===== src/common/rcs_pkg.sv =====
// Constants and types shared by the radio configuration and status register block
package rcs_pkg;
	// Register offsets
	localparam logic [4:0] OFS_CHANNEL  = 5'h05;
	localparam logic [4:0] OFS_SETUP    = 5'h06;
	localparam logic [4:0] OFS_STATUS   = 5'h07;
	localparam logic [4:0] OFS_OBSERVE  = 5'h08;
	localparam logic [4:0] OFS_POWERDET = 5'h09;
	localparam logic [4:0] OFS_PIPE0    = 5'h0A;
	localparam logic [4:0] OFS_PIPE1    = 5'h0B;
	localparam logic [4:0] OFS_PIPE2    = 5'h0C;
	localparam logic [4:0] OFS_PIPE3    = 5'h0D;

	// Field positions in the setup register, and the channel field width
	localparam int SETUP_CARRIER = 7;
	localparam int SETUP_SLOW    = 5;
	localparam int SETUP_LOCK    = 4;
	localparam int SETUP_FAST    = 3;
	localparam int SETUP_PWR_LSB = 1;
	localparam int CHANNEL_BITS  = 7;

	// Field positions in the status and observe registers
	localparam int STS_RX       = 6;
	localparam int STS_TX       = 5;
	localparam int STS_RETRY    = 4;
	localparam int STS_PIPE_LSB = 1;
	localparam int STS_FULL     = 0;
	localparam int OBS_LOST_LSB = 4;

	// Reset values, write masks and the lost counter limit
	localparam logic [7:0]  CHANNEL_RST   = 8'h02;
	localparam logic [7:0]  SETUP_RST     = 8'h0E;
	localparam logic [7:0]  SETUP_WMASK   = 8'hBE;
	localparam logic [2:0]  PIPE_NO_EMPTY = 3'h7;
	localparam logic [39:0] PIPE0_RST     = 40'hE7_E7E7_E7E7;
	localparam logic [39:0] PIPE1_RST     = 40'hC2_C2C2_C2C2;
	localparam logic [7:0]  PIPE2_RST     = 8'hC3;
	localparam logic [7:0]  PIPE3_RST     = 8'hC4;
	localparam logic [3:0]  LOST_MAX      = 4'hF;

	// Serial command byte: top three bits select read or write, low five the offset
	localparam logic [2:0]  CMD_READ  = 3'h0;
	localparam logic [2:0]  CMD_WRITE = 3'h1;
	localparam logic [2:0]  ADDR_BYTES_MAX = 3'h5;

	// Air data rate as decoded from the setup register
	typedef enum logic [1:0] {
		RCS_RATE_1M,
		RCS_RATE_2M,
		RCS_RATE_250K,
		RCS_RATE_RSVD
	} rcs_rate_e;

	// Serial port phases
	typedef enum logic [1:0] {
		RCS_SPI_IDLE,
		RCS_SPI_CMD,
		RCS_SPI_DATA
	} rcs_spi_e;
endpackage : rcs_pkg


===== src/design/rcs_radio_regs.sv =====
// Radio channel, setup, status, counters and pipe address registers behind a serial command port
`timescale 1ns/1ns
module rcs_radio_regs (
	// Clock and reset
	input  wire logic              i_clock,
	input  wire logic              i_reset_n,
	// Serial command port, mode 0
	input  wire logic              i_spi_sck,
	input  wire logic              i_spi_cs_n,
	input  wire logic              i_spi_mosi,
	output logic                   o_spi_miso,
	output logic                   o_spi_miso_en,
	// Settings held elsewhere in the device
	input  wire logic [1:0]        i_addr_width_cfg,
	input  wire logic [3:0]        i_retry_limit,
	input  wire logic              i_auto_acknowledge,
	input  wire logic [2:0]        i_irq_mask,
	// Packet engine events and state
	input  wire logic              i_rx_packet_stored,
	input  wire logic [2:0]        i_rx_head_pipe,
	input  wire logic              i_tx_fifo_full,
	input  wire logic              i_tx_packet_start,
	input  wire logic              i_tx_packet_done,
	input  wire logic              i_ack_received,
	input  wire logic              i_ack_missed,
	input  wire logic              i_power_detect,
	// Radio controls
	output logic [6:0]             o_channel_number,
	output logic                   o_carrier_test_enable,
	output rcs_pkg::rcs_rate_e     o_data_rate,
	output logic                   o_force_lock,
	output logic [1:0]             o_tx_power_level,
	output logic                   o_retransmit_request,
	output logic                   o_link_blocked,
	output logic                   o_radio_irq_n,
	// Receive addresses, bytes beyond the configured width read zero
	output logic [39:0]            o_pipe0_match_address,
	output logic [39:0]            o_pipe1_match_address,
	output logic [39:0]            o_pipe2_match_address,
	output logic [39:0]            o_pipe3_match_address
);

	// Register state
	logic [7:0]  channel_q;
	logic [7:0]  setup_q;
	logic        rx_ready_flag_q;
	logic        tx_sent_flag_q;
	logic        retry_exhausted_flag_q;
	logic [2:0]  head_pipe_q;
	logic        tx_full_q;
	logic [3:0]  lost_packet_count_q;
	logic [3:0]  retry_count_q;
	logic        power_detect_q;
	logic [39:0] pipe0_q;
	logic [39:0] pipe1_q;
	logic [7:0]  pipe2_q;
	logic [7:0]  pipe3_q;

	// Serial engine state
	rcs_pkg::rcs_spi_e spi_state_q;
	logic        sck_q;
	logic        cs_n_q;
	logic [2:0]  bit_cnt_q;
	logic [2:0]  byte_cnt_q;
	logic [7:0]  rx_shift_q;
	logic [7:0]  tx_shift_q;
	logic [7:0]  cmd_q;
	logic [39:0] wbuf_q;

	// Decoded strobes
	logic        sck_rise;
	logic        sck_fall;
	logic        cs_fall;
	logic        cs_rise;
	logic        byte_done;
	logic [7:0]  in_byte;
	logic        commit;
	logic [7:0]  wdata;
	logic [7:0]  status_byte;
	logic        wr_channel;
	logic        wr_status;
	logic        tx_sent_set;
	logic        retry_left;
	logic [39:0] width_mask;
	logic [39:0] read_val;

	// Merge the received low bytes of a multi-byte write over the old value
	function automatic logic [39:0] merge_bytes(input logic [39:0] old_v, input logic [39:0] new_v,
			input logic [2:0] n);
		logic [39:0] m;
		m = '0;
		for (int k = 0; k < 5; k++) begin
			if (3'(k) < n) begin
				m[8*k +: 8] = 8'hFF;
			end
		end
		return (new_v & m) | (old_v & ~m);
	endfunction : merge_bytes

	// Full read value of a register; only offsets of this block answer
	function automatic logic [39:0] read_word(input logic [4:0] ofs, input logic [7:0] sts);
		logic [39:0] v;
		v = '0;
		unique case (ofs)
			rcs_pkg::OFS_CHANNEL:  v[7:0] = channel_q;
			rcs_pkg::OFS_SETUP:    v[7:0] = setup_q;
			rcs_pkg::OFS_STATUS:   v[7:0] = sts;
			rcs_pkg::OFS_OBSERVE:  v[7:0] = {lost_packet_count_q, retry_count_q};
			rcs_pkg::OFS_POWERDET: v[7:0] = {7'h00, power_detect_q};
			rcs_pkg::OFS_PIPE0:    v = pipe0_q;
			rcs_pkg::OFS_PIPE1:    v = pipe1_q;
			rcs_pkg::OFS_PIPE2:    v[7:0] = pipe2_q;
			rcs_pkg::OFS_PIPE3:    v[7:0] = pipe3_q;
			default:               v = '0;
		endcase
		return v;
	endfunction : read_word

	// Edge detection on the port pins, taken as synchronous
	always_ff @(posedge i_clock or negedge i_reset_n) begin
		if (!i_reset_n) begin
			sck_q  <= 1'b0;
			cs_n_q <= 1'b1;
		end else begin
			sck_q  <= i_spi_sck;
			cs_n_q <= i_spi_cs_n;
		end
	end

	assign sck_rise  = !i_spi_cs_n && i_spi_sck && !sck_q;
	assign sck_fall  = !i_spi_cs_n && !i_spi_sck && sck_q;
	assign cs_fall   = !i_spi_cs_n && cs_n_q;
	assign cs_rise   = i_spi_cs_n && !cs_n_q;
	assign byte_done = sck_rise && (bit_cnt_q == 3'h7);
	assign in_byte   = {rx_shift_q[6:0], i_spi_mosi};

	// Status byte; the reserved top bit reads zero
	assign status_byte = {1'b0, rx_ready_flag_q, tx_sent_flag_q, retry_exhausted_flag_q,
		head_pipe_q, tx_full_q};

	// Command phase tracking and byte counting
	always_ff @(posedge i_clock or negedge i_reset_n) begin
		if (!i_reset_n) begin
			spi_state_q <= rcs_pkg::RCS_SPI_IDLE;
			bit_cnt_q   <= 3'h0;
			byte_cnt_q  <= 3'h0;
			rx_shift_q  <= 8'h00;
			cmd_q       <= 8'h00;
		end else if (i_spi_cs_n) begin
			spi_state_q <= rcs_pkg::RCS_SPI_IDLE;
		end else if (cs_fall) begin
			spi_state_q <= rcs_pkg::RCS_SPI_CMD;
			bit_cnt_q   <= 3'h0;
			byte_cnt_q  <= 3'h0;
		end else if (sck_rise) begin
			rx_shift_q <= in_byte;
			bit_cnt_q  <= bit_cnt_q + 3'h1;
			if (byte_done) begin
				// Count saturates so that overlong writes cannot wrap
				if (byte_cnt_q != 3'h7) begin
					byte_cnt_q <= byte_cnt_q + 3'h1;
				end
				unique case (spi_state_q)
					rcs_pkg::RCS_SPI_CMD: begin
						cmd_q       <= in_byte;
						spi_state_q <= rcs_pkg::RCS_SPI_DATA;
					end
					rcs_pkg::RCS_SPI_DATA: spi_state_q <= rcs_pkg::RCS_SPI_DATA;
					default:               spi_state_q <= rcs_pkg::RCS_SPI_IDLE;
				endcase
			end
		end
	end

	// Data bytes collect low byte first; extra bytes past five are dropped
	always_ff @(posedge i_clock or negedge i_reset_n) begin
		if (!i_reset_n) begin
			wbuf_q <= '0;
		end else if (byte_done && spi_state_q == rcs_pkg::RCS_SPI_DATA
				&& byte_cnt_q <= rcs_pkg::ADDR_BYTES_MAX) begin
			wbuf_q[8*(byte_cnt_q - 3'h1) +: 8] <= in_byte;
		end
	end

	// Whole read value of the addressed register, sliced per byte below
	always_comb begin
		read_val = read_word(cmd_q[4:0], status_byte);
	end

	// Output shifter: status during the command byte, then read data
	always_ff @(posedge i_clock or negedge i_reset_n) begin
		if (!i_reset_n) begin
			tx_shift_q <= 8'h00;
		end else if (cs_fall) begin
			tx_shift_q <= status_byte;
		end else if (sck_fall) begin
			if (bit_cnt_q == 3'h0 && byte_cnt_q != 3'h0 && byte_cnt_q <= rcs_pkg::ADDR_BYTES_MAX) begin
				tx_shift_q <= read_val[8*(byte_cnt_q - 3'h1) +: 8];
			end else begin
				tx_shift_q <= {tx_shift_q[6:0], 1'b0};
			end
		end
	end

	assign o_spi_miso    = tx_shift_q[7];
	assign o_spi_miso_en = !i_spi_cs_n;

	// Writes land only when chip select rises with at least one data byte
	assign commit     = cs_rise && spi_state_q == rcs_pkg::RCS_SPI_DATA
		&& cmd_q[7:5] == rcs_pkg::CMD_WRITE && byte_cnt_q >= 3'h2;
	assign wdata      = wbuf_q[7:0];
	assign wr_channel = commit && cmd_q[4:0] == rcs_pkg::OFS_CHANNEL;
	assign wr_status  = commit && cmd_q[4:0] == rcs_pkg::OFS_STATUS;

	// Channel and setup registers
	always_ff @(posedge i_clock or negedge i_reset_n) begin
		if (!i_reset_n) begin
			channel_q <= rcs_pkg::CHANNEL_RST;
			setup_q   <= rcs_pkg::SETUP_RST;
		end else if (commit) begin
			if (cmd_q[4:0] == rcs_pkg::OFS_CHANNEL) begin
				channel_q <= {1'b0, wdata[rcs_pkg::CHANNEL_BITS-1:0]};
			end
			if (cmd_q[4:0] == rcs_pkg::OFS_SETUP) begin
				setup_q <= wdata & rcs_pkg::SETUP_WMASK;
			end
		end
	end

	// Pipe address registers; bytes not sent keep their old value
	always_ff @(posedge i_clock or negedge i_reset_n) begin
		if (!i_reset_n) begin
			pipe0_q <= rcs_pkg::PIPE0_RST;
			pipe1_q <= rcs_pkg::PIPE1_RST;
			pipe2_q <= rcs_pkg::PIPE2_RST;
			pipe3_q <= rcs_pkg::PIPE3_RST;
		end else if (commit) begin
			unique case (cmd_q[4:0])
				rcs_pkg::OFS_PIPE0: pipe0_q <= merge_bytes(pipe0_q, wbuf_q, byte_cnt_q - 3'h1);
				rcs_pkg::OFS_PIPE1: pipe1_q <= merge_bytes(pipe1_q, wbuf_q, byte_cnt_q - 3'h1);
				rcs_pkg::OFS_PIPE2: pipe2_q <= wdata;
				rcs_pkg::OFS_PIPE3: pipe3_q <= wdata;
				default:            pipe0_q <= pipe0_q;
			endcase
		end
	end

	// Sampled engine state so that status fields have reset values
	always_ff @(posedge i_clock or negedge i_reset_n) begin
		if (!i_reset_n) begin
			head_pipe_q    <= rcs_pkg::PIPE_NO_EMPTY;
			tx_full_q      <= 1'b0;
			power_detect_q <= 1'b0;
		end else begin
			head_pipe_q    <= i_rx_head_pipe;
			tx_full_q      <= i_tx_fifo_full;
			power_detect_q <= i_power_detect;
		end
	end

	// With acknowledgement on, only the ack marks a packet as sent
	assign tx_sent_set = i_auto_acknowledge ? i_ack_received : i_tx_packet_done;
	assign retry_left  = retry_count_q < i_retry_limit;

	// Event flags; for the receive and sent flags a set in the clearing cycle wins
	always_ff @(posedge i_clock or negedge i_reset_n) begin
		if (!i_reset_n) begin
			rx_ready_flag_q        <= 1'b0;
			tx_sent_flag_q         <= 1'b0;
			retry_exhausted_flag_q <= 1'b0;
		end else begin
			rx_ready_flag_q <= i_rx_packet_stored
				|| (rx_ready_flag_q && !(wr_status && wdata[rcs_pkg::STS_RX]));
			tx_sent_flag_q <= tx_sent_set
				|| (tx_sent_flag_q && !(wr_status && wdata[rcs_pkg::STS_TX]));
			retry_exhausted_flag_q <= (i_ack_missed && !retry_exhausted_flag_q && !retry_left)
				|| (retry_exhausted_flag_q && !(wr_status && wdata[rcs_pkg::STS_RETRY]));
		end
	end

	// Retry and lost packet counters; events are ignored while blocked
	always_ff @(posedge i_clock or negedge i_reset_n) begin
		if (!i_reset_n) begin
			retry_count_q        <= 4'h0;
			lost_packet_count_q  <= 4'h0;
			o_retransmit_request <= 1'b0;
		end else begin
			o_retransmit_request <= 1'b0;
			if (!retry_exhausted_flag_q) begin
				if (i_tx_packet_start) begin
					retry_count_q <= 4'h0;
				end else if (i_ack_missed && retry_left) begin
					retry_count_q        <= retry_count_q + 4'h1;
					o_retransmit_request <= 1'b1;
				end
			end
			if (wr_channel) begin
				lost_packet_count_q <= 4'h0;
			end else if (i_ack_missed && !retry_exhausted_flag_q && !retry_left
					&& lost_packet_count_q != rcs_pkg::LOST_MAX) begin
				lost_packet_count_q <= lost_packet_count_q + 4'h1;
			end
		end
	end

	// Interrupt line from flags not masked
	always_ff @(posedge i_clock or negedge i_reset_n) begin
		if (!i_reset_n) begin
			o_radio_irq_n <= 1'b1;
		end else begin
			o_radio_irq_n <= !(|({rx_ready_flag_q, tx_sent_flag_q, retry_exhausted_flag_q}
				& ~i_irq_mask));
		end
	end

	// Radio controls straight from the setup and channel registers, link block from the retry flag
	assign o_channel_number      = channel_q[rcs_pkg::CHANNEL_BITS-1:0];
	assign o_carrier_test_enable = setup_q[rcs_pkg::SETUP_CARRIER];
	assign o_force_lock          = setup_q[rcs_pkg::SETUP_LOCK];
	assign o_tx_power_level      = setup_q[rcs_pkg::SETUP_PWR_LSB +: 2];
	assign o_link_blocked        = retry_exhausted_flag_q;

	// Slow bit wins, so the reserved code never leaves the block
	always_comb begin
		if (setup_q[rcs_pkg::SETUP_SLOW]) begin
			o_data_rate = rcs_pkg::RCS_RATE_250K;
		end else if (setup_q[rcs_pkg::SETUP_FAST]) begin
			o_data_rate = rcs_pkg::RCS_RATE_2M;
		end else begin
			o_data_rate = rcs_pkg::RCS_RATE_1M;
		end
	end

	// Width mask; the illegal code is served as five bytes
	always_comb begin
		unique case (i_addr_width_cfg)
			2'h1:    width_mask = 40'h00_00FF_FFFF;
			2'h2:    width_mask = 40'h00_FFFF_FFFF;
			default: width_mask = 40'hFF_FFFF_FFFF;
		endcase
	end

	assign o_pipe0_match_address = pipe0_q & width_mask;
	assign o_pipe1_match_address = pipe1_q & width_mask;
	assign o_pipe2_match_address = {pipe1_q[39:8], pipe2_q} & width_mask;
	assign o_pipe3_match_address = {pipe1_q[39:8], pipe3_q} & width_mask;

	// Checks
	a_retry_step: assert property (
		@(posedge i_clock) disable iff (!i_reset_n)
		i_ack_missed && !i_tx_packet_start && !o_link_blocked && retry_count_q < i_retry_limit
		|=> retry_count_q == $past(retry_count_q) + 4'h1 && o_retransmit_request)
		else $error("retry not taken while retries remain");

	a_channel_top: assert property (
		@(posedge i_clock) disable iff (!i_reset_n)
		wr_channel |=> channel_q == {1'b0, $past(wdata[6:0])} && lost_packet_count_q == 4'h0)
		else $error("channel write wrong");

	a_slow_wins: assert property (
		@(posedge i_clock) disable iff (!i_reset_n)
		setup_q[rcs_pkg::SETUP_SLOW] |-> o_data_rate == rcs_pkg::RCS_RATE_250K)
		else $error("slow rate not selected");

	a_status_out: assert property (
		@(posedge i_clock) disable iff (!i_reset_n)
		cs_fall |=> tx_shift_q == $past(status_byte))
		else $error("status not loaded for shifting");

	a_rx_flag_set: assert property (
		@(posedge i_clock) disable iff (!i_reset_n)
		i_rx_packet_stored |=> rx_ready_flag_q ##1 (rx_ready_flag_q || $past(wr_status)))
		else $error("receive flag lost");

	a_block_hold: assert property (
		@(posedge i_clock) disable iff (!i_reset_n)
		o_link_blocked && !wr_status |=> o_link_blocked && !o_retransmit_request)
		else $error("block released without clear");

	a_lost_sat: assert property (
		@(posedge i_clock) disable iff (!i_reset_n)
		(lost_packet_count_q == rcs_pkg::LOST_MAX && !wr_channel) [*2] |=> lost_packet_count_q == rcs_pkg::LOST_MAX)
		else $error("lost counter left saturation");

	a_retry_clear: assert property (
		@(posedge i_clock) disable iff (!i_reset_n)
		i_tx_packet_start && !o_link_blocked |=> retry_count_q == 4'h0)
		else $error("retry count not cleared");

	a_irq_follow: assert property (
		@(posedge i_clock) disable iff (!i_reset_n)
		$rose(tx_sent_flag_q) && !i_irq_mask[1] |=> !o_radio_irq_n)
		else $error("interrupt not raised");
endmodule : rcs_radio_regs


===== config.mk =====
export PLATFORM = sky130hd
export DESIGN_NAME = rcs_radio_regs
export DESIGN_NICKNAME = d
export VERILOG_FILES = /design/src/common/rcs_pkg.sv /design/src/design/rcs_radio_regs.sv
export SDC_FILE = /design/constraint.sdc
export NUM_CORES = 1
export LEC_CHECK = 0
export BUFFER_PORTS_ARGS = -buffer_cell sky130_fd_sc_hd__buf_2
export CORE_UTILIZATION = 50
export DETAILED_ROUTE_END_ITERATION = 10
export PLACE_DENSITY = 0.72
export SETUP_SLACK_MARGIN = 0.5
export SYNTH_ARGS = -nofsm -noshare
export SYNTH_HDL_FRONTEND = slang
export SYNTH_SLANG_ARGS = --single-unit

===== constraint.sdc =====
create_clock -name i_clock -period 7 [get_ports i_clock]
set_input_delay 0.35 -clock i_clock [delete_from_list [all_inputs] [get_ports i_clock]]
set_output_delay 0.35 -clock i_clock [all_outputs]
set_load 0.005 [all_outputs]

**Yosys cells after proc, flatten, opt, wreduce, memory -nomap -nowiden**

Index checks and enable logic that the tools add are counted.

- Bits in latches: 0
- Memory bits (read-only): 0
- Word-level logic and storage cells: 193
- Memories: 0
- Memory bits (writable): 0
- Input port bits: 25
- Register bits after elaboration: 200

- Bitwise operators: 17
- Add/subtract/negate cells: 7
- Magnitude comparators: 8
- Multiply operators: 0
- Equal/unequal tests: 17
- Shift-type cells: 3
- Divide/modulo/power cells: 0
- Multiplexer cells: 53
- Reduce and logical (&&, ||, !) cells: 63

Operators with widths:

| operator | number |
|---|---|
| 40-bit bitwise AND | 8 |
| 8-bit two-way mux | 28 |
| 40-bit NOT | 2 |
| 40-bit bitwise OR | 2 |
| 40-bit case mux with 2 select lines | 1 |
| 8-bit case mux with 9 select lines | 1 |
| 32-bit case mux with 2 select lines | 1 |
| 40-bit bitwise mux | 1 |
| 8-bit by 34-bit variable shift with 40-bit output (first input constant) | 1 |
| 40-bit by 33-bit indexed part select with 8-bit output | 1 |
| 8-bit by 34-bit indexed part select with 40-bit output | 1 |
| 32-bit negation with 34-bit output | 1 |
| 5-bit by 4-bit equality test with 1-bit output (second input constant) | 6 |
| 1-bit logical AND | 26 |
| 3-bit two-way mux | 6 |
| 2-bit AND reduction | 9 |
| 4-bit two-way mux | 4 |
| 5-bit by 3-bit equality test with 1-bit output (second input constant) | 3 |
| 2-bit two-way mux | 6 |
| 2-bit nonzero test | 6 |
| 1-bit zero test | 10 |
| 3-bit nonzero test | 3 |
| 4-bit by 1-bit adder with 4-bit output (second input constant) | 2 |
| 3-bit by 1-bit adder with 3-bit output (second input constant) | 2 |
| other kinds (25) | 37 |

**Depth between registers and ports, before layout**

Gate-level depths: netlist (run 1).

- Depth after elaboration: 10
- Mapped depth: 14
- Mapped depth without buffers: 11

**Worst setup path after synthesis (run 1)**

OpenSTA, ideal clock, no wires.

- Path kind: register to register
- Start point: register byte_cnt_q[0]
- End point: register wbuf_q[32]
- Library setup time: 0.079 ns
- Clock period less this slack: 3.390 ns
- Path buffers: 2
- Arrival time: 3.311 ns
- Path slack: 3.610 ns
- Stages on the path, launching flop included: 13
- Required time: 6.921 ns
- Cell sequence: dfrtp_1 -> clkbuf_1 -> inv_1 -> ha_1 -> xnor2_2 -> and3_1 -> clkbuf_1 -> inv_1 -> ha_1 -> or2_2 -> or3_1 -> nor3_4 -> mux2i_1

- Cells in the longest elaborated chain, start to end: 4

RTL lines:

| item | RTL line | RTL |
|---|---|---|
| start, declared | rcs_radio_regs.sv:64 | `logic [2:0] byte_cnt_q;` |
| start signal, assigned | rcs_radio_regs.sv:161 | `byte_cnt_q <= byte_cnt_q + 3'h1;` |
| 3-bit by 1-bit subtractor with 4-bit output | rcs_radio_regs.sv:181 | `wbuf_q[8*(byte_cnt_q - 3'h1) +: 8] <= in_byte;` |
| 32-bit negation with 34-bit output | rcs_radio_regs.sv:181 |  |
| 8-bit by 34-bit indexed part select with 40-bit output / 8-bit by 34-bit variable shift with 40-bit output (equally long branches) | rcs_radio_regs.sv:181 |  |
| 40-bit bitwise mux | rcs_radio_regs.sv:181 |  |
| end signal, assigned by index | rcs_radio_regs.sv:181 |  |
| end, declared | rcs_radio_regs.sv:68 | `logic [39:0] wbuf_q;` |

Parallel ways exist; a longest one is shown, timed or not.
A chain may end at the register's enable or synchronous reset.

**Worst setup path after layout (run 1)**

- Start point: register byte_cnt_q[0]
- End point: register wbuf_q[9]

Same word-level chain as after synthesis.

==> results of run 1 <==
[logic make-up after synthesis]
| kind of cell | after synthesis | share of synthesized area [%] |
|---|---|---|
| XOR/XNOR | 3 | 0.447 |
| flip-flops | 200 | 46.6 |
| adder cells (fa/ha/maj) | 23 | 2.64 |
| AO/OA/AOI/OAI | 156 | 10.4 |
| AND/OR/NAND/NOR | 242 | 13.2 |
| buffers and inverters | 215 | 11.6 |
| multiplexers | 149 | 15.3 |
[worst max-delay path, delay by kind of cell (launching register included)]
| family | cells | cell delay [ns] |
|---|---|---|
| simple gates | 4 | 1.79 |
| fa+ha+maj | 2 | 0.80 |
| compound gates | 1 | 0.13 |
| buf+inv | 2 | 0.33 |
| flops | 1 | 0.95 |
[stage by stage]
stage               power, W  hold WS (ns)
floorplan            0.00136        0.0544
global placement     0.00145         0.457
detailed placement   0.00146         0.457
CTS                  0.00254       0.00319
global route         0.00262      0.000134
finish               0.00253        0.0153
[layer usage]
metal,global-route usage (%),vias up
met1,35.5,4028
met3,5.49,52
li1,-,3580
met5,0,-
met4,9.44,0
met2,40.6,347
[repair_timing]
action,4_1_cts,5_1_grt
gates resized for setup,0,0
endpoints found under the hold margin,47,0
endpoints found under the setup margin,0,0
hold buffers,4,0
[cell type report]
type,instances,area (µm²)
tap,275,344
multi-input combinational,573,4570
clock buffer,17,425
inverter,57,214
sequential,200,5080
clock inverter,15,228
timing repair buffer,216,1130
fill,1826,9220
[placed cells by master (no fill, tap or decap), types with 5 or more instances in the layout]
cell,synthesis,final
buf_2,6,201
dfrtp_1,139,139
mux2_2,130,130
dfstp_2,61,61
inv_1,56,56
nand2_1,33,33
nand3_1,29,29
a21oi_1,27,27
nor2b_1,25,25
nor2_1,25,25
o21ai_0,24,24
ha_1,23,23
nand4_1,22,22
a22oi_1,20,20
a22o_1,17,17
mux2i_1,17,17
clkbuf_16,0,17
and2_1,16,16
nor3_1,16,16
nand3b_1,13,13
a221o_1,11,11
nand2b_1,11,11
and3_1,10,10
buf_4,115,10
a211o_1,7,7
a31oi_1,7,7
or3_1,6,6
a31o_2,6,6
a311oi_1,6,6
nor2_2,5,5
inv_6,0,5
[Yosys cell counts (4+ instances only)]
cell type	count	area [µm²]
dfstp_2	61	1600
or3_1	6	37.5
nand3_1	29	145
inv_1	56	210
buf_2	6	30.0
a31o_2	6	52.6
and2_1	16	100
a22oi_1	20	150
mux2_2	130	1460
a221o_1	11	110
a21oi_1	27	135
or3b_2	4	35.0
nor2_1	25	93.8
nor3_1	16	80.1
nor2b_1	25	156
clkbuf_1	34	128
a221oi_1	4	35.0
nand4_1	22	138
buf_4	115	863
a22o_1	17	149
nand2_1	33	124
a311oi_1	6	52.6
nor2_2	5	31.3
dfrtp_1	139	3480
a211o_1	7	61.3
mux2i_1	17	170
nand2b_1	11	68.8
a31oi_1	7	43.8
o21ai_0	24	120
ha_1	23	288
nand3b_1	13	97.6
nor3b_1	4	30.0
and3_1	10	62.6
[power breakdown]
group	switching (W)	total, W	leakage [nW]	internal (W)
combinational	0.0000816	0.000151	3.22	0.0000695
sequential	0.0000918	0.00129	2.34	0.00120
clock	0.000476	0.00109	0.322	0.000615
[worst max path at each step]
stage | slack, ns | to | depth (start not counted) | startpoint
after detailed placement | 2.97 | wbuf_q[28]$_DFFE_PN0P_ | 9 | byte_cnt_q[0]$_DFFE_PN0P_
after floorplan | 3.61 | wbuf_q[32]$_DFFE_PN0P_ | 12 | byte_cnt_q[0]$_DFFE_PN0P_
after global placement | 3.20 | wbuf_q[14]$_DFFE_PN0P_ | 8 | byte_cnt_q[0]$_DFFE_PN0P_
final | 2.91 | wbuf_q[9]$_DFFE_PN0P_ | 9 | byte_cnt_q[0]$_DFFE_PN0P_
after global routing | 2.51 | wbuf_q[28]$_DFFE_PN0P_ | 9 | byte_cnt_q[0]$_DFFE_PN0P_
after CTS | 2.96 | wbuf_q[28]$_DFFE_PN0P_ | 9 | byte_cnt_q[0]$_DFFE_PN0P_
==> results.md, run 1 <==
- Run status: complete, no violations
- Clock tree root driver cell: clkbuf_16
- Worst-skew pair later-pin latency: 0.45 ns
- Reg2Reg Depth: 9
- Final min period: between 4 and 5 ns
- Tcrit/Tclk final: 58.4%
- Drc violations: 0
- Unrepaired setup endpoints after global routing: false
- Layout area overhead: 10.0%
- Placed Instances: 1317
- Flop-to-flop setup slack: ~2.9 ns
- Netlist Area Pre-Place: approximately 11000 µm²
- DR top layer: met4
- Hold endpoint: power_detect_q$_DFF_PN0_
- Final setup viols: 0
- Cells along the critical path: inv_1 > ha_1 > and3_1 > inv_1 > ha_1 > or2_2 > nor4_2 > nand3_1 > o21ai_0
- Routability congestion estimate: 0.952
- Inserted Clock Buffers: 17
- Grt ovf: 0
- Post-route setup slack: slightly below 3 ns
- Syn Inst Count: 988
- Share of layout cells above drive strength 1: between 40% and 50%
- First-iteration detailed-routing DRC count: about 640
- Ant. Diodes: 0
- Core Rows: 53
- Vias per cell: just under 6
- Primary FF master, synth: dfrtp_1
- Power Density: 211 nW/µm²
- Mapped Nets: 1036
- Worst EP arrival: 4.45 ns
- CP endpoint kind: flip-flop
- Setup Crit Path Kind: reg2reg
- Antenna violations before repair: 0
- Dpl ws: 2.97 ns
- Max Cap Violations: 0
- Crit path launch type: flip-flop
- TritonCTS clock tree: built
- DR WL/cell: around 21 µm
- Final Max Slew Viols: 0
- Worst-path maximum fanout: 29
- H-tree levels: 4
- Gr usage total: 25.9%
- Sequential-to-total area share from yosys stat: 46.6%
- Clock Sinks: 200
- Placed Area: approximately 11000 µm²
- Number of port buffers: approximately 200
- Met2 routed wirelength: approximately 13 mm
- Fin area: 12000 µm²
- Max Freq: 244 MHz
- Die ar.: 22400 µm²
- Slowest-stage cell, CP: dfrtp_1
- FF-to-FF Start: byte_cnt_q[0]$_DFFE_PN0P_
- First drt pass iteration count: 5
- Non-filler cells, final: 1353
- CP max stage delay: 0.95 ns
- DP Wirelength: 20.0 mm
- CTS Buffer Depth: 2
- Synth warn: 0
- Post-layout util: between 50% and 60%
- Metal3 WL: 2.00 mm
- Slew margin rel.: 16.4%
- Hold depth: 1
- Skew final: 0.0103 ns
- Final Net Count: approximately 1100
- TNS Setup: 0 ns
- Endpoints failing hold: 0
- Final ANT Viol Nets: 0
- Core ar.: about 21000 µm²
- Post-synth EDFFs: 0
- Yosys reg bits: 200
- Die width: between 100 and 150 µm
- Largest net degree at the start of global routing: 88
- Initial Util: 51.4%
- Worst min-delay path class: in2reg
- Vias post-DR: approximately 8000
- Worst VDD drop: 142 µV
- Number of I/O pins: 203
- Required @ worst endpoint: 7.36 ns
- Synth cell types: 69
- Mapped Avg Cell Area: 11.0 µm²
- Actual slew at the worst max-slew pin: between 1 and 1.5 ns
- Leakage power: 5.88 nW
- Total routed wirelength: 28.2 mm
- Post-Route M1 WL: 12.2 mm
- First-pass GRT wire length: 43.8 mm
- Clk pin slew, worst setup/hold paths: 0.07 ns
- Die Ht: 150 µm
- Worst hold start: i_power_detect
- Asr flop ratio synth: 100%
- Reg-to-Reg End: wbuf_q[9]$_DFFE_PN0P_
- Vias in the first global route: between 7000 and 8000
- Post-CTS setup buffers: 0
Power figures use the tool's default switching activity.
==> inputs of run 2 (changes only) <==
--- a/config.mk
+++ b/config.mk
@@ -5,10 +5,11 @@
 export SDC_FILE = /design/constraint.sdc
 export NUM_CORES = 1
 export LEC_CHECK = 0
+export ABC_AREA = 1
 export BUFFER_PORTS_ARGS = -buffer_cell sky130_fd_sc_hd__buf_2
 export CORE_UTILIZATION = 50
 export DETAILED_ROUTE_END_ITERATION = 10
-export PLACE_DENSITY = 0.72
+export PLACE_DENSITY = 0.75
 export SETUP_SLACK_MARGIN = 0.5
 export SYNTH_ARGS = -nofsm -noshare
 export SYNTH_HDL_FRONTEND = slang
==> constraint.sdc (replaced) <==
create_clock -name i_clock -period 3.56 [get_ports i_clock]
set_input_delay 0.178 -clock i_clock [delete_from_list [all_inputs] [get_ports i_clock]]
set_output_delay 0.178 -clock i_clock [all_outputs]
set_load 0.005 [all_outputs]
==> run 2 against run 1 <==
  * Flip-flop and latch count unchanged
  * Synthesized cell count up 42%
  * Clock-buffer cell count up 4
  * Design area up 2.8%
  * First-iteration DRC count up 16%
  * Maximum frequency up 43%
  * Highest routed layer unchanged
==> results.md, run 2 <==
- Primary FF master, synth: dfrtp_1
- Clk pin slew, worst setup/hold paths: 0.07 ns (about the same)
- XOR/XNOR Fraction of Synth Area: 0.156% (-0.29 points)
- Commonest non-fill, non-tap cells in the layout: nand2_1 (395), buf_2 (201), dfrtp_1 (139)
- Synth cell count leaders: nand2_1 (395), dfrtp_1 (139), inv_1 (133)
- Worst VDD drop: 307 µV (+120%)
- Flop-to-flop setup slack: 0.70 ns (-2.21 ns)
- Worst min-delay path class: in2reg
- Slowest-stage cell, CP: dfrtp_1
- Hold endpoint: wbuf_q[0]$_DFFE_PN0P_
- Share of layout cells above drive strength 1: 26.3% (-17 points)
- Final Max Slew Viols: 0 (unchanged)
- Drc violations: 0 (unchanged)
- First-iteration detailed-routing DRC count: 743 (+16%)
- Yosys top cell area share: 31.0% (-0.91 points)
- Final setup viols: 0 (unchanged)
- Final min period: 2.86 ns (-1.23 ns)
- Actual slew at the worst max-slew pin: 1.02 ns (-0.226 ns)
- Hold slack: 0.0195 ns (+0.00417 ns)
- Antenna violations before repair: 0 (unchanged)
- Vias per cell: 5.32 (-10%)
- Gr usage total: 25.6% (-0.32 points)
- Slew margin rel.: 31.4% (+15 points)
- Yosys top cell by area: dfrtp_1
- Post-synthesis mux area share: 0% (-15 points)
- Unrepaired setup endpoints after global routing: false
- Number of I/O pins: 203 (unchanged)
- Power Density: 378 nW/µm² (+79%)
- Sequential-to-total area share from yosys stat: 45.2% (-1.3 points)
- Asr flop ratio synth: 100% (unchanged)
- Top cells by area, synth: dfrtp_1 (31%), dfstp_2 (14%), nand2_1 (13%)
- CP endpoint kind: flip-flop
- Max Cap Violations: 0 (unchanged)
- Die width: 152 µm (+1.4%)
- Worst EP arrival: 3.23 ns (-1.22 ns)
- Setup Crit Path Kind: reg2reg
- Reg-to-Reg End: wbuf_q[20]$_DFFE_PN0P_
- Skew final: 0.00980 ns (-0.000527 ns)
- Die Ht: 152 µm (+1.4%)
- Cells along the critical path: inv_2 > nand2_1 > nor2_2 > clkinv_2 > ha_1 > inv_1 > nor3_1 > nand4_1 > a21oi_4 > nand2_1 > nor2_4 > buf_12 > nand3_1 > o21ai_0
- TNS Setup: 0 ns (unchanged)
- Worst hold start: i_spi_mosi
- Reg2Reg Depth: 14 (+5)
- Delay-heaviest family, CP: simple AND/OR/NAND/NOR gates
- Post-synth EDFFs: 0 (unchanged)
- First drt pass iteration count: 5 (unchanged)
- Hold depth: 3 (+2)
- Core Rows: 54 (+1.9%)
- Worst-path maximum fanout: 16 (-45%)
- Worst-skew pair later-pin latency: 0.45 ns (about the same)
- Worst setup path start: byte_cnt_q[1]$_DFFE_PN0P_
- Clock tree root driver cell: clkbuf_16
- Ant. Diodes: 0 (unchanged)
- Mapped Nets: 1447 (+40%)
- Run status: complete, no violations
- Tcrit/Tclk final: 80.5% (+22 points)
- Compound-Gate Fraction of Synth Area: 12.7% (+2.4 points)
- Simple-gate share of the synthesized area: 24.0% (+11 points)
- Endpoints failing hold: 0 (unchanged)
- Vias post-DR: 9436 (+18%)
- Main combinational cell family by area after synthesis: simple AND/OR/NAND/NOR gates
- Die ar.: 23100 µm² (+2.9%)
- Leakage power: 6.29 nW (+7.0%)
- Initial Util: 51.3% (-0.11 points)
- Synth warn: 0 (unchanged)
- Filler cell count: 2006 (+9.9%)
- Crit path launch type: flip-flop
- Buf+Inv Stages, Crit Path: 4 (+2)
- H-tree levels: 4 (unchanged)
- Vias in the first global route: 8761 (+16%)
- Most frequent cell after synthesis: nand2_1
- Inserted Clock Buffers: 17 (unchanged)
- Crit-path most repeated cell: nand2_1
- Grt ovf: 0 (unchanged)
- Yosys reg bits: 200 (unchanged)
- Final ANT Viol Nets: 0 (unchanged)
- Required @ worst endpoint: 3.92 ns (-3.44 ns)
- Mapped Avg Cell Area: 8.03 µm² (-27%)
- Syn Inst Count: 1399 (+42%)
- Synth cell types: 44 (-36%)
- Clock Sinks: 200 (unchanged)
- Core ar.: 21900 µm² (+3.2%)
- DR WL/cell: 16.4 µm (-21%)
- Most common cell after layout, fill and taps aside: nand2_1
- Adder-cell share of the synthesized area: 2.56% (-0.075 points)
- First-pass GRT wire length: 46.6 mm (+6.4%)
- Number of port buffers: 202 (unchanged)
- Power Total: 0.00467 W (+84%)
- CP max stage delay: 0.42 ns (-0.53 ns)
- Layout area overhead: 9.83%
- FF-to-FF Start: byte_cnt_q[1]$_DFFE_PN0P_
- CTS Buffer Depth: 2 (unchanged)
- TritonCTS clock tree: built
- Final Net Count: 1530 (+37%)
- Netlist Area Pre-Place: 11200 µm² (+2.9%)
- DP Wirelength: 21.1 mm (+5.6%)
- Routability congestion estimate: 0.936 (-1.6%)
- Total routed wirelength: 29.2 mm (+3.4%)
- Max Freq: 349 MHz (+43%)
- Largest net degree at the start of global routing: 108 (+23%)
run 2: worst max-delay path by stage:
stage / end / cells after the start / slack [ns]
2_1_floorplan: wbuf_q[23]$_DFFE_PN0P_ / 20 / 0.53
3_3_place_gp: wbuf_q[21]$_DFFE_PN0P_ / 13 / 0.48
3_5_place_dp: wbuf_q[22]$_DFFE_PN0P_ / 13 / 0.36
4_1_cts: tx_sent_flag_q$_DFF_PN0_ / 9 / 0.53
5_1_grt: wbuf_q[21]$_DFFE_PN0P_ / 14 / 0.43
6_report: wbuf_q[20]$_DFFE_PN0P_ / 14 / 0.70
run 2: layer usage:
layer	global-route usage (%)	routed length, µm	vias up
li1	-	-	4528
met1	34.9	12800	4506
met2	40.2	13700	349
met3	5.25	1930	53
met4	9.95	808	0
met5	0	0	-
run 2: power breakdown:
group          switching, W  total, W  internal, W
Clock              0.000904   0.00194      0.00104
Sequential        0.0000691   0.00242      0.00235
Combinational      0.000196  0.000309     0.000113
Total               0.00117   0.00467      0.00350
run 2: per-stage QoR:
step | setup WS, ns | util [%] | std cells | area, µm²
2_1_floorplan | 0.528 | - | 1399 | 11200
3_5_place_dp | 0.357 | 52.7 | 1727 | 11500
5_1_grt | 0.432 | 56.3 | 1775 | 12300
3_3_place_gp | 0.476 | 52.7 | 1727 | 11500
6_report | 0.695 | 56.3 | 1775 | 12300
4_1_cts | 0.527 | 56.0 | 1772 | 12300
run 2: worst register-to-register path, stage by stage, from the launching register on:
cell	delay, ns
dfrtp_1	0.42
inv_2	0.12
nand2_1	0.09
nor2_2	0.32
clkinv_2	0.26
ha_1	0.34
inv_1	0.05
nor3_1	0.18
nand4_1	0.16
a21oi_4	0.27
nand2_1	0.13
nor2_4	0.15
buf_12	0.14
nand3_1	0.07
o21ai_0	0.09
run 2: cell families after synthesis:
kind of cell,count (synthesis)
AND/OR/NAND/NOR,625
buffers and inverters,310
AO/OA/AOI/OAI,239
flip-flops,200
adder cells (fa/ha/maj),23
XOR/XNOR,2
run 2: what timing repair did:
action,CTS,global route
resized for setup,3,6
endpoints found under the setup margin,15,25
pin swaps,0,2
hold buffers,13,0
endpoints found under the hold margin,84,0
setup buffers,0,3
run 2: final cells by class:
cell class | instances | area, µm² | area share [%]
timing repair buffer | 231 | 1290 | 10.5
tap | 280 | 350 | 2.84
clock buffer | 21 | 470 | 3.81
multi-input combinational | 889 | 4480 | 36.3
sequential | 200 | 5080 | 41.2
inverter | 143 | 539 | 4.37
clock inverter | 11 | 114 | 0.923
